$ cat src/nsr_pkg.sv
// nsr_pkg.sv: constants for the node slot routing block
package nsr_pkg;

	// ****************************************
	// register offsets
	// ****************************************
	localparam logic [7:0] ADDR_CONTROL    = 8'h00;
	localparam logic [7:0] ADDR_DN_PASS    = 8'h04;
	localparam logic [7:0] ADDR_UP_PASS    = 8'h08;
	localparam logic [7:0] ADDR_BCAST_DN   = 8'h0C;
	localparam logic [7:0] ADDR_LOCAL_DN   = 8'h10;
	localparam logic [7:0] ADDR_LOCAL_UP   = 8'h14;
	localparam logic [7:0] ADDR_DN_MASK0   = 8'h18;
	localparam logic [7:0] ADDR_UP_MASK0   = 8'h28;
	localparam logic [7:0] ADDR_DN_OFFSET  = 8'h38;
	localparam logic [7:0] ADDR_UP_OFFSET  = 8'h3C;
	localparam logic [7:0] ADDR_TX_SKIP    = 8'h40;
	localparam logic [7:0] ADDR_STATUS     = 8'h44;
	localparam logic [7:0] ADDR_EXTENT     = 8'h48;

	// ****************************************
	// field positions and reset values
	// ****************************************
	localparam int         CTRL_APPLY_BIT  = 0;
	localparam int         CTRL_MAIN_BIT   = 1;
	localparam int         LDN_MASKEN_BIT  = 7;
	localparam int         SLOT_W          = 6;
	localparam int         MASK_REGS       = 4;
	localparam logic [7:0] RST_COUNT       = 8'h00;
	localparam logic [7:0] RST_MASK        = 8'h00;
	localparam int         MAX_SLOTS       = 32;
	localparam int         ADDR_W          = 8;
	localparam int         DATA_W          = 8;

	// ****************************************
	// per-slot routing actions
	// ****************************************
	typedef enum logic [1:0] {
		NSR_IDLE = 2'b00,
		NSR_DOWN = 2'b01,
		NSR_UP   = 2'b10
	} nsr_phase_e;

endpackage : nsr_pkg

$ cat src/nsr_ext.sv
// nsr_ext.sv: highest-set-bit extent of a 32-bit consume mask
module nsr_ext (
	// mask in
	input  wire logic [31:0] mask,
	// extent out
	output logic      [6:0]  extent
);

	// ****************************************
	// extent = index of highest set bit + 1
	// ****************************************
	always_comb begin
		extent = 7'h00;
		for (int i = 0; i < 32; i++) begin
			if (mask[i]) begin
				extent = 7'(i + 1);
			end
		end
	end

endmodule // nsr_ext

$ cat src/nsr_route.sv
// nsr_route.sv: slot routing for one bus transceiver node
// Function
// - old slot settings stay active until the apply bit is written.
// - settings rewritable at run time; mapping may glitch briefly after apply.
// - slot counts cover audio channels only, never tunnelled control slots.
// - main node sends downstream slots 0..pass-1 from receive buffer in order.
// - main node captures upstream slots 0..count-1 into transmit buffer.
// - main node captures every upstream slot within count, no per-slot mask.
// - main node ignores broadcast, local counts, masks and contribution offsets.
// - subordinate forwards downstream slots 0..pass-1 unchanged.
// - subordinate consumes and forwards broadcast count slots downstream.
// - downstream consume mask, one bit per slot, four registers, 32 slots.
// - contributed slots read receive buffer from location zero plus offset.
// - mask enable 0: local count consumed, not forwarded.
// - mask enable 0: no contribution, consume mask ignored.
// - mask enable 1: local slots contributed after pass slots; mask selects capture.
// - mask mode receives max(pass, mask extent), sends pass plus local.
// - mask enable 1: broadcast count ignored.
// - consumed downstream packed from location 0; upstream follows directly.
//
// The address-and-strobe port and the address map were left to the implementer.
module nsr_route #(
	parameter int SLOT_W = nsr_pkg::SLOT_W,
	parameter int DATA_W = 32
) (
	// clock and reset
	input  wire logic                  clk_sys,
	input  wire logic                  nrst,
	input  wire logic                  clk_en,
	// register port
	input  wire logic [7:0]            reg_addr,
	input  wire logic [7:0]            reg_wdata,
	input  wire logic                  reg_wr,
	input  wire logic                  reg_rd,
	output logic      [7:0]            reg_rdata,
	// slot timing from the superframe engine
	input  wire logic                  slot_valid,
	input  wire logic                  slot_up,
	input  wire logic [SLOT_W-1:0]     slot_idx,
	input  wire logic                  frame_start,
	// incoming slot data (upstream-side for down, downstream-side for up)
	input  wire logic [DATA_W-1:0]     slot_rx_data,
	// receive frame buffer read port
	output logic      [SLOT_W-1:0]     rxbuf_addr,
	input  wire logic [DATA_W-1:0]     rxbuf_data,
	// transmit frame buffer write port
	output logic                       txbuf_we,
	output logic      [SLOT_W-1:0]     txbuf_addr,
	output logic      [DATA_W-1:0]     txbuf_data,
	// outgoing slot data
	output logic                       slot_tx_en,
	output logic      [DATA_W-1:0]     slot_tx_data,
	// applied counts for the framing logic
	output logic      [7:0]            down_rx_slots,
	output logic      [7:0]            down_tx_slots,
	output logic      [7:0]            up_rx_slots,
	output logic      [7:0]            serial_tx_channel_skip
);

	// ****************************************
	// shadow and active settings
	// ****************************************
	logic [7:0]  shadow_r   [0:10];
	logic [7:0]  shadow_nxt [0:10];
	logic [7:0]  active_r   [0:10];
	logic [7:0]  active_nxt [0:10];
	logic [31:0] dn_mask_shadow_r;
	logic [31:0] dn_mask_shadow_nxt;
	logic [31:0] up_mask_shadow_r;
	logic [31:0] up_mask_shadow_nxt;
	logic [31:0] dn_mask_r;
	logic [31:0] dn_mask_nxt;
	logic [31:0] up_mask_r;
	logic [31:0] up_mask_nxt;
	logic        is_main_r;
	logic        is_main_nxt;
	logic        applied_r;
	logic        applied_nxt;
	logic [7:0]  rdata_r;
	logic [7:0]  rdata_nxt;

	// index into the shadow array
	localparam int S_DN = 0;
	localparam int S_UP = 1;
	localparam int S_BC = 2;
	localparam int S_LD = 3;
	localparam int S_LU = 4;
	localparam int S_DO = 5;
	localparam int S_UO = 6;
	localparam int S_TS = 7;

	function automatic logic [7:0] mask_byte(input logic [31:0] m, input logic [1:0] b);
		mask_byte = m[8*b +: 8];
	endfunction

	function automatic logic [31:0] put_byte(input logic [31:0] m, input logic [1:0] b,
		input logic [7:0] v);
		logic [31:0] r;
		r = m;
		r[8*b +: 8] = v;
		put_byte = r;
	endfunction

	logic [6:0] dn_extent;

	nsr_ext u_ext_dn (
		.mask   (dn_mask_r),
		.extent (dn_extent)
	);

	// ****************************************
	// register access
	// ****************************************
	always_comb begin
		shadow_nxt         = shadow_r;
		active_nxt         = active_r;
		dn_mask_shadow_nxt = dn_mask_shadow_r;
		up_mask_shadow_nxt = up_mask_shadow_r;
		dn_mask_nxt        = dn_mask_r;
		up_mask_nxt        = up_mask_r;
		is_main_nxt        = is_main_r;
		applied_nxt        = applied_r;
		rdata_nxt          = 8'h00;
		if (reg_wr) begin
			case (reg_addr)
				nsr_pkg::ADDR_CONTROL: begin
					is_main_nxt = reg_wdata[nsr_pkg::CTRL_MAIN_BIT];
					if (reg_wdata[nsr_pkg::CTRL_APPLY_BIT]) begin
						// takes the written shadow set at once
						active_nxt  = shadow_r;
						dn_mask_nxt = dn_mask_shadow_r;
						up_mask_nxt = up_mask_shadow_r;
						applied_nxt = 1'b1;
					end
				end
				nsr_pkg::ADDR_DN_PASS:   shadow_nxt[S_DN] = reg_wdata;
				nsr_pkg::ADDR_UP_PASS:   shadow_nxt[S_UP] = reg_wdata;
				nsr_pkg::ADDR_BCAST_DN:  shadow_nxt[S_BC] = reg_wdata;
				nsr_pkg::ADDR_LOCAL_DN:  shadow_nxt[S_LD] = reg_wdata;
				nsr_pkg::ADDR_LOCAL_UP:  shadow_nxt[S_LU] = reg_wdata;
				nsr_pkg::ADDR_DN_OFFSET: shadow_nxt[S_DO] = reg_wdata;
				nsr_pkg::ADDR_UP_OFFSET: shadow_nxt[S_UO] = reg_wdata;
				nsr_pkg::ADDR_TX_SKIP:   shadow_nxt[S_TS] = reg_wdata;
				default: begin
					if (reg_addr[7:4] == 4'h1 || reg_addr[7:4] == 4'h2) begin
						if (reg_addr >= nsr_pkg::ADDR_DN_MASK0
							&& reg_addr < nsr_pkg::ADDR_UP_MASK0) begin
							dn_mask_shadow_nxt = put_byte(dn_mask_shadow_r,
								2'(reg_addr[3:2] - 2'h2), reg_wdata);
						end
					end
					if (reg_addr >= nsr_pkg::ADDR_UP_MASK0
						&& reg_addr < nsr_pkg::ADDR_DN_OFFSET) begin
						up_mask_shadow_nxt = put_byte(up_mask_shadow_r,
							2'(reg_addr[3:2] - 2'h2), reg_wdata);
					end
				end
			endcase
		end
		if (reg_rd) begin
			case (reg_addr)
				nsr_pkg::ADDR_CONTROL:   rdata_nxt = {6'h00, is_main_r, 1'b0};
				nsr_pkg::ADDR_DN_PASS:   rdata_nxt = shadow_r[S_DN];
				nsr_pkg::ADDR_UP_PASS:   rdata_nxt = shadow_r[S_UP];
				nsr_pkg::ADDR_BCAST_DN:  rdata_nxt = shadow_r[S_BC];
				nsr_pkg::ADDR_LOCAL_DN:  rdata_nxt = shadow_r[S_LD];
				nsr_pkg::ADDR_LOCAL_UP:  rdata_nxt = shadow_r[S_LU];
				nsr_pkg::ADDR_DN_OFFSET: rdata_nxt = shadow_r[S_DO];
				nsr_pkg::ADDR_UP_OFFSET: rdata_nxt = shadow_r[S_UO];
				nsr_pkg::ADDR_TX_SKIP:   rdata_nxt = shadow_r[S_TS];
				nsr_pkg::ADDR_STATUS:    rdata_nxt = {7'h00, applied_r};
				nsr_pkg::ADDR_EXTENT:    rdata_nxt = {1'b0, dn_extent};
				default: begin
					if (reg_addr >= nsr_pkg::ADDR_DN_MASK0
						&& reg_addr < nsr_pkg::ADDR_UP_MASK0) begin
						rdata_nxt = mask_byte(dn_mask_shadow_r, 2'(reg_addr[3:2] - 2'h2));
					end else if (reg_addr >= nsr_pkg::ADDR_UP_MASK0
						&& reg_addr < nsr_pkg::ADDR_DN_OFFSET) begin
						rdata_nxt = mask_byte(up_mask_shadow_r, 2'(reg_addr[3:2] - 2'h2));
					end
				end
			endcase
		end
	end

	always_ff @(posedge clk_sys or negedge nrst) begin
		if (!nrst) begin
			for (int i = 0; i < 11; i++) begin
				shadow_r[i] <= nsr_pkg::RST_COUNT;
				active_r[i] <= nsr_pkg::RST_COUNT;
			end
			dn_mask_shadow_r <= 32'h0000_0000;
			up_mask_shadow_r <= 32'h0000_0000;
			dn_mask_r        <= 32'h0000_0000;
			up_mask_r        <= 32'h0000_0000;
			is_main_r        <= 1'b0;
			applied_r        <= 1'b0;
			rdata_r          <= 8'h00;
		end else if (clk_en) begin
			shadow_r         <= shadow_nxt;
			active_r         <= active_nxt;
			dn_mask_shadow_r <= dn_mask_shadow_nxt;
			up_mask_shadow_r <= up_mask_shadow_nxt;
			dn_mask_r        <= dn_mask_nxt;
			up_mask_r        <= up_mask_nxt;
			is_main_r        <= is_main_nxt;
			applied_r        <= applied_nxt;
			rdata_r          <= rdata_nxt;
		end
	end

	assign reg_rdata = rdata_r;

	// ****************************************
	// derived slot counts
	// ****************************************
	logic       mask_mode;
	logic [7:0] dn_pass;
	logic [7:0] local_dn;
	logic [7:0] bcast;
	logic [7:0] dn_rx_c;
	logic [7:0] dn_tx_c;
	logic [7:0] ext8;

	always_comb begin
		// counts are audio-only; tunnel slots live elsewhere
		dn_pass   = active_r[S_DN];
		mask_mode = active_r[S_LD][nsr_pkg::LDN_MASKEN_BIT];
		local_dn  = {1'b0, active_r[S_LD][6:0]};
		bcast     = mask_mode ? 8'h00 : active_r[S_BC];
		ext8      = {1'b0, dn_extent};
		if (is_main_r) begin
			dn_rx_c = 8'h00;
			dn_tx_c = dn_pass;
		end else if (mask_mode) begin
			dn_rx_c = (dn_pass > ext8) ? dn_pass : ext8;
			dn_tx_c = 8'(dn_pass + local_dn);
		end else begin
			dn_rx_c = 8'(bcast + dn_pass + local_dn);
			dn_tx_c = 8'(bcast + dn_pass);
		end
	end

	assign down_rx_slots          = dn_rx_c;
	assign down_tx_slots          = dn_tx_c;
	assign up_rx_slots            = active_r[S_UP];
	assign serial_tx_channel_skip = is_main_r ? active_r[S_TS] : 8'h00;

	// ****************************************
	// per-slot routing
	// ****************************************
	logic [SLOT_W-1:0] pack_r;
	logic [SLOT_W-1:0] pack_nxt;
	logic              we_r;
	logic              we_nxt;
	logic [SLOT_W-1:0] waddr_r;
	logic [SLOT_W-1:0] waddr_nxt;
	logic [DATA_W-1:0] wdata_r;
	logic [DATA_W-1:0] wdata_nxt;
	logic              txen_r;
	logic              txen_nxt;
	logic [DATA_W-1:0] txd_r;
	logic [DATA_W-1:0] txd_nxt;
	logic [SLOT_W-1:0] rx_addr_c;
	logic [7:0]        idx8;
	logic              take;

	always_comb begin
		pack_nxt   = pack_r;
		we_nxt     = 1'b0;
		waddr_nxt  = waddr_r;
		wdata_nxt  = wdata_r;
		txen_nxt   = 1'b0;
		txd_nxt    = txd_r;
		rx_addr_c  = '0;
		idx8       = 8'(slot_idx);
		take       = 1'b0;
		if (frame_start) begin
			pack_nxt   = '0;
		end else if (slot_valid && !slot_up) begin
			if (is_main_r) begin
				if (idx8 < dn_tx_c) begin
					rx_addr_c = slot_idx;
					txen_nxt  = 1'b1;
					txd_nxt   = rxbuf_data;
				end
			end else if (mask_mode) begin
				if (idx8 < dn_pass) begin
					txen_nxt = 1'b1;
					txd_nxt  = slot_rx_data;
				end else if (idx8 < dn_tx_c) begin
					rx_addr_c  = SLOT_W'(active_r[S_DO] + (idx8 - dn_pass));
					txen_nxt   = 1'b1;
					txd_nxt    = rxbuf_data;
				end
				take = (idx8 < 8'(nsr_pkg::MAX_SLOTS)) && dn_mask_r[slot_idx[4:0]];
			end else begin
				// mask ignored here
				if (idx8 < dn_tx_c) begin
					txen_nxt = 1'b1;
					txd_nxt  = slot_rx_data;
				end
				take = (idx8 < bcast)
					|| (idx8 >= dn_tx_c && idx8 < dn_rx_c);
			end
		end else if (slot_valid && slot_up && idx8 < active_r[S_UP]) begin
			// main: every slot within count, no masking
			take = is_main_r || up_mask_r[slot_idx[4:0]];
		end
		if (take) begin
			we_nxt    = 1'b1;
			waddr_nxt = pack_r;
			wdata_nxt = slot_rx_data;
			pack_nxt  = SLOT_W'(pack_r + 1'b1);
		end
	end

	always_ff @(posedge clk_sys or negedge nrst) begin
		if (!nrst) begin
			pack_r   <= '0;
			we_r     <= 1'b0;
			waddr_r  <= '0;
			wdata_r  <= '0;
			txen_r   <= 1'b0;
			txd_r    <= '0;
		end else if (clk_en) begin
			pack_r   <= pack_nxt;
			we_r     <= we_nxt;
			waddr_r  <= waddr_nxt;
			wdata_r  <= wdata_nxt;
			txen_r   <= txen_nxt;
			txd_r    <= txd_nxt;
		end
	end

	// receive buffer read is combinational: data returns same cycle
	assign rxbuf_addr   = rx_addr_c;
	assign txbuf_we     = we_r;
	assign txbuf_addr   = waddr_r;
	assign txbuf_data   = wdata_r;
	assign slot_tx_en   = txen_r;
	assign slot_tx_data = txd_r;

endmodule // nsr_route

$ cat config.mk
export PLATFORM = sky130hd
export DESIGN_NAME = nsr_route
export DESIGN_NICKNAME = d
export VERILOG_FILES = /design/src/nsr_pkg.sv /design/src/nsr_ext.sv /design/src/nsr_route.sv
export SDC_FILE = /design/constraint.sdc
export NUM_CORES = 1
export LEC_CHECK = 0
export BUFFER_PORTS_ARGS = -buffer_cell sky130_fd_sc_hd__buf_2
export CORE_ASPECT_RATIO = 0.9
export CORE_MARGIN = 2
export CORE_UTILIZATION = 59
export CTS_CLUSTER_SIZE = 24
export DETAILED_ROUTE_END_ITERATION = 16
export GPL_ROUTABILITY_DRIVEN = 0
export HOLD_SLACK_MARGIN = 0.08
export PLACE_DENSITY = 0.77
export REMOVE_ABC_BUFFERS = 1
export SKIP_LAST_GASP = 1
export SYNTH_ARGS = -nofsm -noshare
export SYNTH_HDL_FRONTEND = slang
export SYNTH_SLANG_ARGS = --single-unit
export TNS_END_PERCENT = 10
$ cat constraint.sdc
create_clock -name clk_sys -period 7.2 [get_ports clk_sys]
set_input_delay 0.72 -clock clk_sys [delete_from_list [all_inputs] [get_ports clk_sys]]
set_output_delay 0.72 -clock clk_sys [all_outputs]
set_load 0.01 [all_outputs]
==> flow_summary.json <==
{
  "status": "finished clean",
  "nFillCells": 2222,
  "yosys_register_bits": 326,
  "antenna_found_initial": 1,
  "cpMaxStageDelayCell": "o41ai_4",
  "power_frac_seq_pct": 46.2,
  "path_buf_inv": 0,
  "dieArea_mm2": 0.0312,
  "synthTopCellsByArea": "dfrtp_1, mux2_2, ha_1",
  "critPathArrivalTime_ns": 6.91,
  "fin_nets": 1882,
  "rsz0062_at_grt": "no",
  "combPwrFrac_pct": 12.5,
  "vias": 13729,
  "drt-pass1-iter-count": 7,
  "setup_viol": 0,
  "ir_drop_v": 0.000149,
  "tns_ns": 0,
  "grt_max_degree": 135,
  "drv_slew": 0,
  "rows": 59,
  "cts_buffer_depth": 3,
  "fmax_mhz": 154,
  "antenna_cells": 0,
  "crit_top_cell": "o31ai_1",
  "async_flop_share_pct": 100,
  "clock-sinks": 326,
  "wirelength_um": 51100,
  "path_class": "register to register",
  "drive_gt1_share_pct": 33.3,
  "cts_tree": "built",
  "cts_root_buffer": "clkbuf_16",
  "synth_edf_count": 0,
  "die_w_um": 186,
  "p_leak_nw": 10.1,
  "postCtsSetupRepairBufs": 0,
  "viasPerCell": 6.43,
  "cts_buffers": 35,
  "start_kind": "register",
  "yosys_warnings": 0,
  "swShare_pct": 25.6,
  "min_path_type": "primary input to async pin",
  "cts_htree_levels": 2,
  "grtUsageTotal_pct": 32.7,
  "yosysTopAreaCellShare_pct": 46.4,
  "power_w": 0.00443,
  "layout_commonest_cell": "dfrtp_1",
  "crit_path_end_kind": "register",
  "cp.required_ns": 7.59,
  "core_area_mm2": 0.0291,
  "reg2reg_to": "txbuf_data[12]",
  "clockPowerShare_pct": 41.3,
  "fin_skew_ns": 0.0144,
  "synth_ff_type": "dfrtp_1",
  "relSlewSlack_pct": 17.5,
  "r2r_start": "dn_mask_r[3]",
  "postSynthAreaPerCell_um2": 11.5,
  "die_h_um": 168,
  "r2r_slack_ns": 0.69,
  "period_share_pct": 90.4,
  "critPathMaxFanout": 43,
  "cap_violations": 0,
  "ys_seq_area_share_pct": 46.4,
  "switching_power_w": 0.00114,
  "antenna_left": 0,
  "ctsResizeCount": 0,
  "grt_pass1_wl_um": 78000,
  "powerDensity_mw_per_mm2": 221,
  "initial_core_util_pct": 60.4,
  "internal_power_w": 0.00329,
  "grt-ovfl-total": 0,
  "worstSkewPairLatency_ns": 0.52,
  "cpPeakStageDelay_ns": 0.61,
  "clkSlewWorstSetupHoldPaths_ns": 0.06,
  "portBuffers": 211,
  "routedWlPerCell_um": 24.0,
  "r2r_cells": 25,
  "drcViolationCount": 0,
  "fin_util_pct": 68.9,
  "hold_violations": 0,
  "worstMarginPinSlew_ns": 1.23,
  "syn-cell-area_mm2": 0.0176,
  "first_iter_violations": 1243,
  "area.growth.synth_to_final_pct": 14.2,
  "synth_cells": 1531,
  "hpwl_um": 36600,
  "synth_cell_types": 74,
  "grt_pass1_vias": 13456,
  "yosys.area.top_type": "dfrtp_1",
  "min_period_ns": 6.51,
  "num_io_pins": 212,
  "cts_hold_buffers": 0,
  "layout_common_cells": "dfrtp_1, mux2_2, buf_2",
  "path_delay_family": "compound AO/OA/AOI/OAI gates"
}
worst max path at each step:
stage | startpoint | to | slack (ns) | depth (start not counted)
after floorplan | reg_addr[1] | active_r[24] | 1.29 | 5
after global placement | dn_mask_r[3] | txbuf_addr[0] | 1.02 | 25
after detailed placement | dn_mask_r[3] | txbuf_data[14] | 0.81 | 25
after CTS | dn_mask_r[3] | txbuf_data[14] | 0.79 | 25
after global routing | dn_mask_r[3] | pack_r[0] | 0.28 | 25
final | dn_mask_r[3] | txbuf_data[12] | 0.69 | 25
power groups by stage:
stage	Combinational, W	Sequential, W	Clock (W)
floorplan	0.000205	0.00211	0
global placement	0.000532	0.00207	0
detailed placement	0.000549	0.00208	0
CTS	0.000554	0.00204	0.00185
global route	0.000602	0.00206	0.00193
finish	0.000553	0.00205	0.00183
stage by stage:
stage | cell area, µm² | setup slack, ns | hold slack, ns | cells
after floorplan | 17200 | 1.29 | 0.424 | 1452
after global placement | 18900 | 1.02 | 0.450 | 2074
after detailed placement | 18900 | 0.805 | 0.454 | 2074
after CTS | 20100 | 0.787 | 0.356 | 2134
after global routing | 20100 | 0.282 | 0.358 | 2134
final | 20100 | 0.688 | 0.274 | 2134
sequential cells by signal, indices dropped and copies added (netlist names):
register	flops
up_mask_shadow_r	32
dn_mask_shadow_r	32
txbuf_we	1
txbuf_addr	6
up_mask_r	32
dn_pass	8
pack_r	6
applied_r	1
up_rx_slots	8
txbuf_data	32
dn_mask_r	32
active_r	30
slot_tx_en	1
shadow_r	64
reg_rdata	8
is_main_r	1
slot_tx_data	32
kinds of logic after synthesis:
group / count (synthesis) / share of synthesized area, %
AO/OA/AOI/OAI: 300 / 12.0
XOR/XNOR: 19 / 1.07
adder cells (fa/ha/maj): 73 / 5.54
buffers and inverters: 153 / 3.75
flip-flops: 326 / 46.4
multiplexers: 336 / 22.2
AND/OR/NAND/NOR: 324 / 9.02
cell type report:
type	count	area [µm²]	share of cell area, %
sequential	326	8160	40.7
clock inverter	6	124	0.618
tap	396	495	2.47
multi-input combinational	1052	8770	43.7
inverter	74	278	1.39
clock buffer	54	1040	5.17
timing repair buffer	226	1190	5.94
Yosys cell counts (11+ instances only):
| cell | count |
|---|---|
| ha_1 | 65 |
| nand2_1 | 94 |
| nor3_1 | 23 |
| a222oi_1 | 12 |
| mux2i_1 | 44 |
| o21ai_0 | 69 |
| inv_1 | 72 |
| clkbuf_1 | 53 |
| a21o_1 | 15 |
| mux2_2 | 277 |
| and2_1 | 44 |
| a211oi_1 | 11 |
| o211ai_1 | 14 |
| nor2b_1 | 17 |
| a21oi_1 | 43 |
| a22oi_1 | 38 |
| nor2_1 | 71 |
| dfrtp_1 | 326 |
| nand3_1 | 26 |
| xnor2_1 | 13 |
metal layers:
metal | routed length, µm | up-vias | global-route usage [%] | part of all wire (%)
li1 | - | 5976 | - | -
met1 | 21600 | 6868 | 46.7 | 42
met2 | 22800 | 748 | 49.9 | 45
met3 | 4790 | 135 | 6.35 | 9.4
met4 | 1970 | 2 | 11.5 | 3.8
met5 | 49 | - | 0 | 0.096
Note: power is estimated with default switching activity, not from simulation.
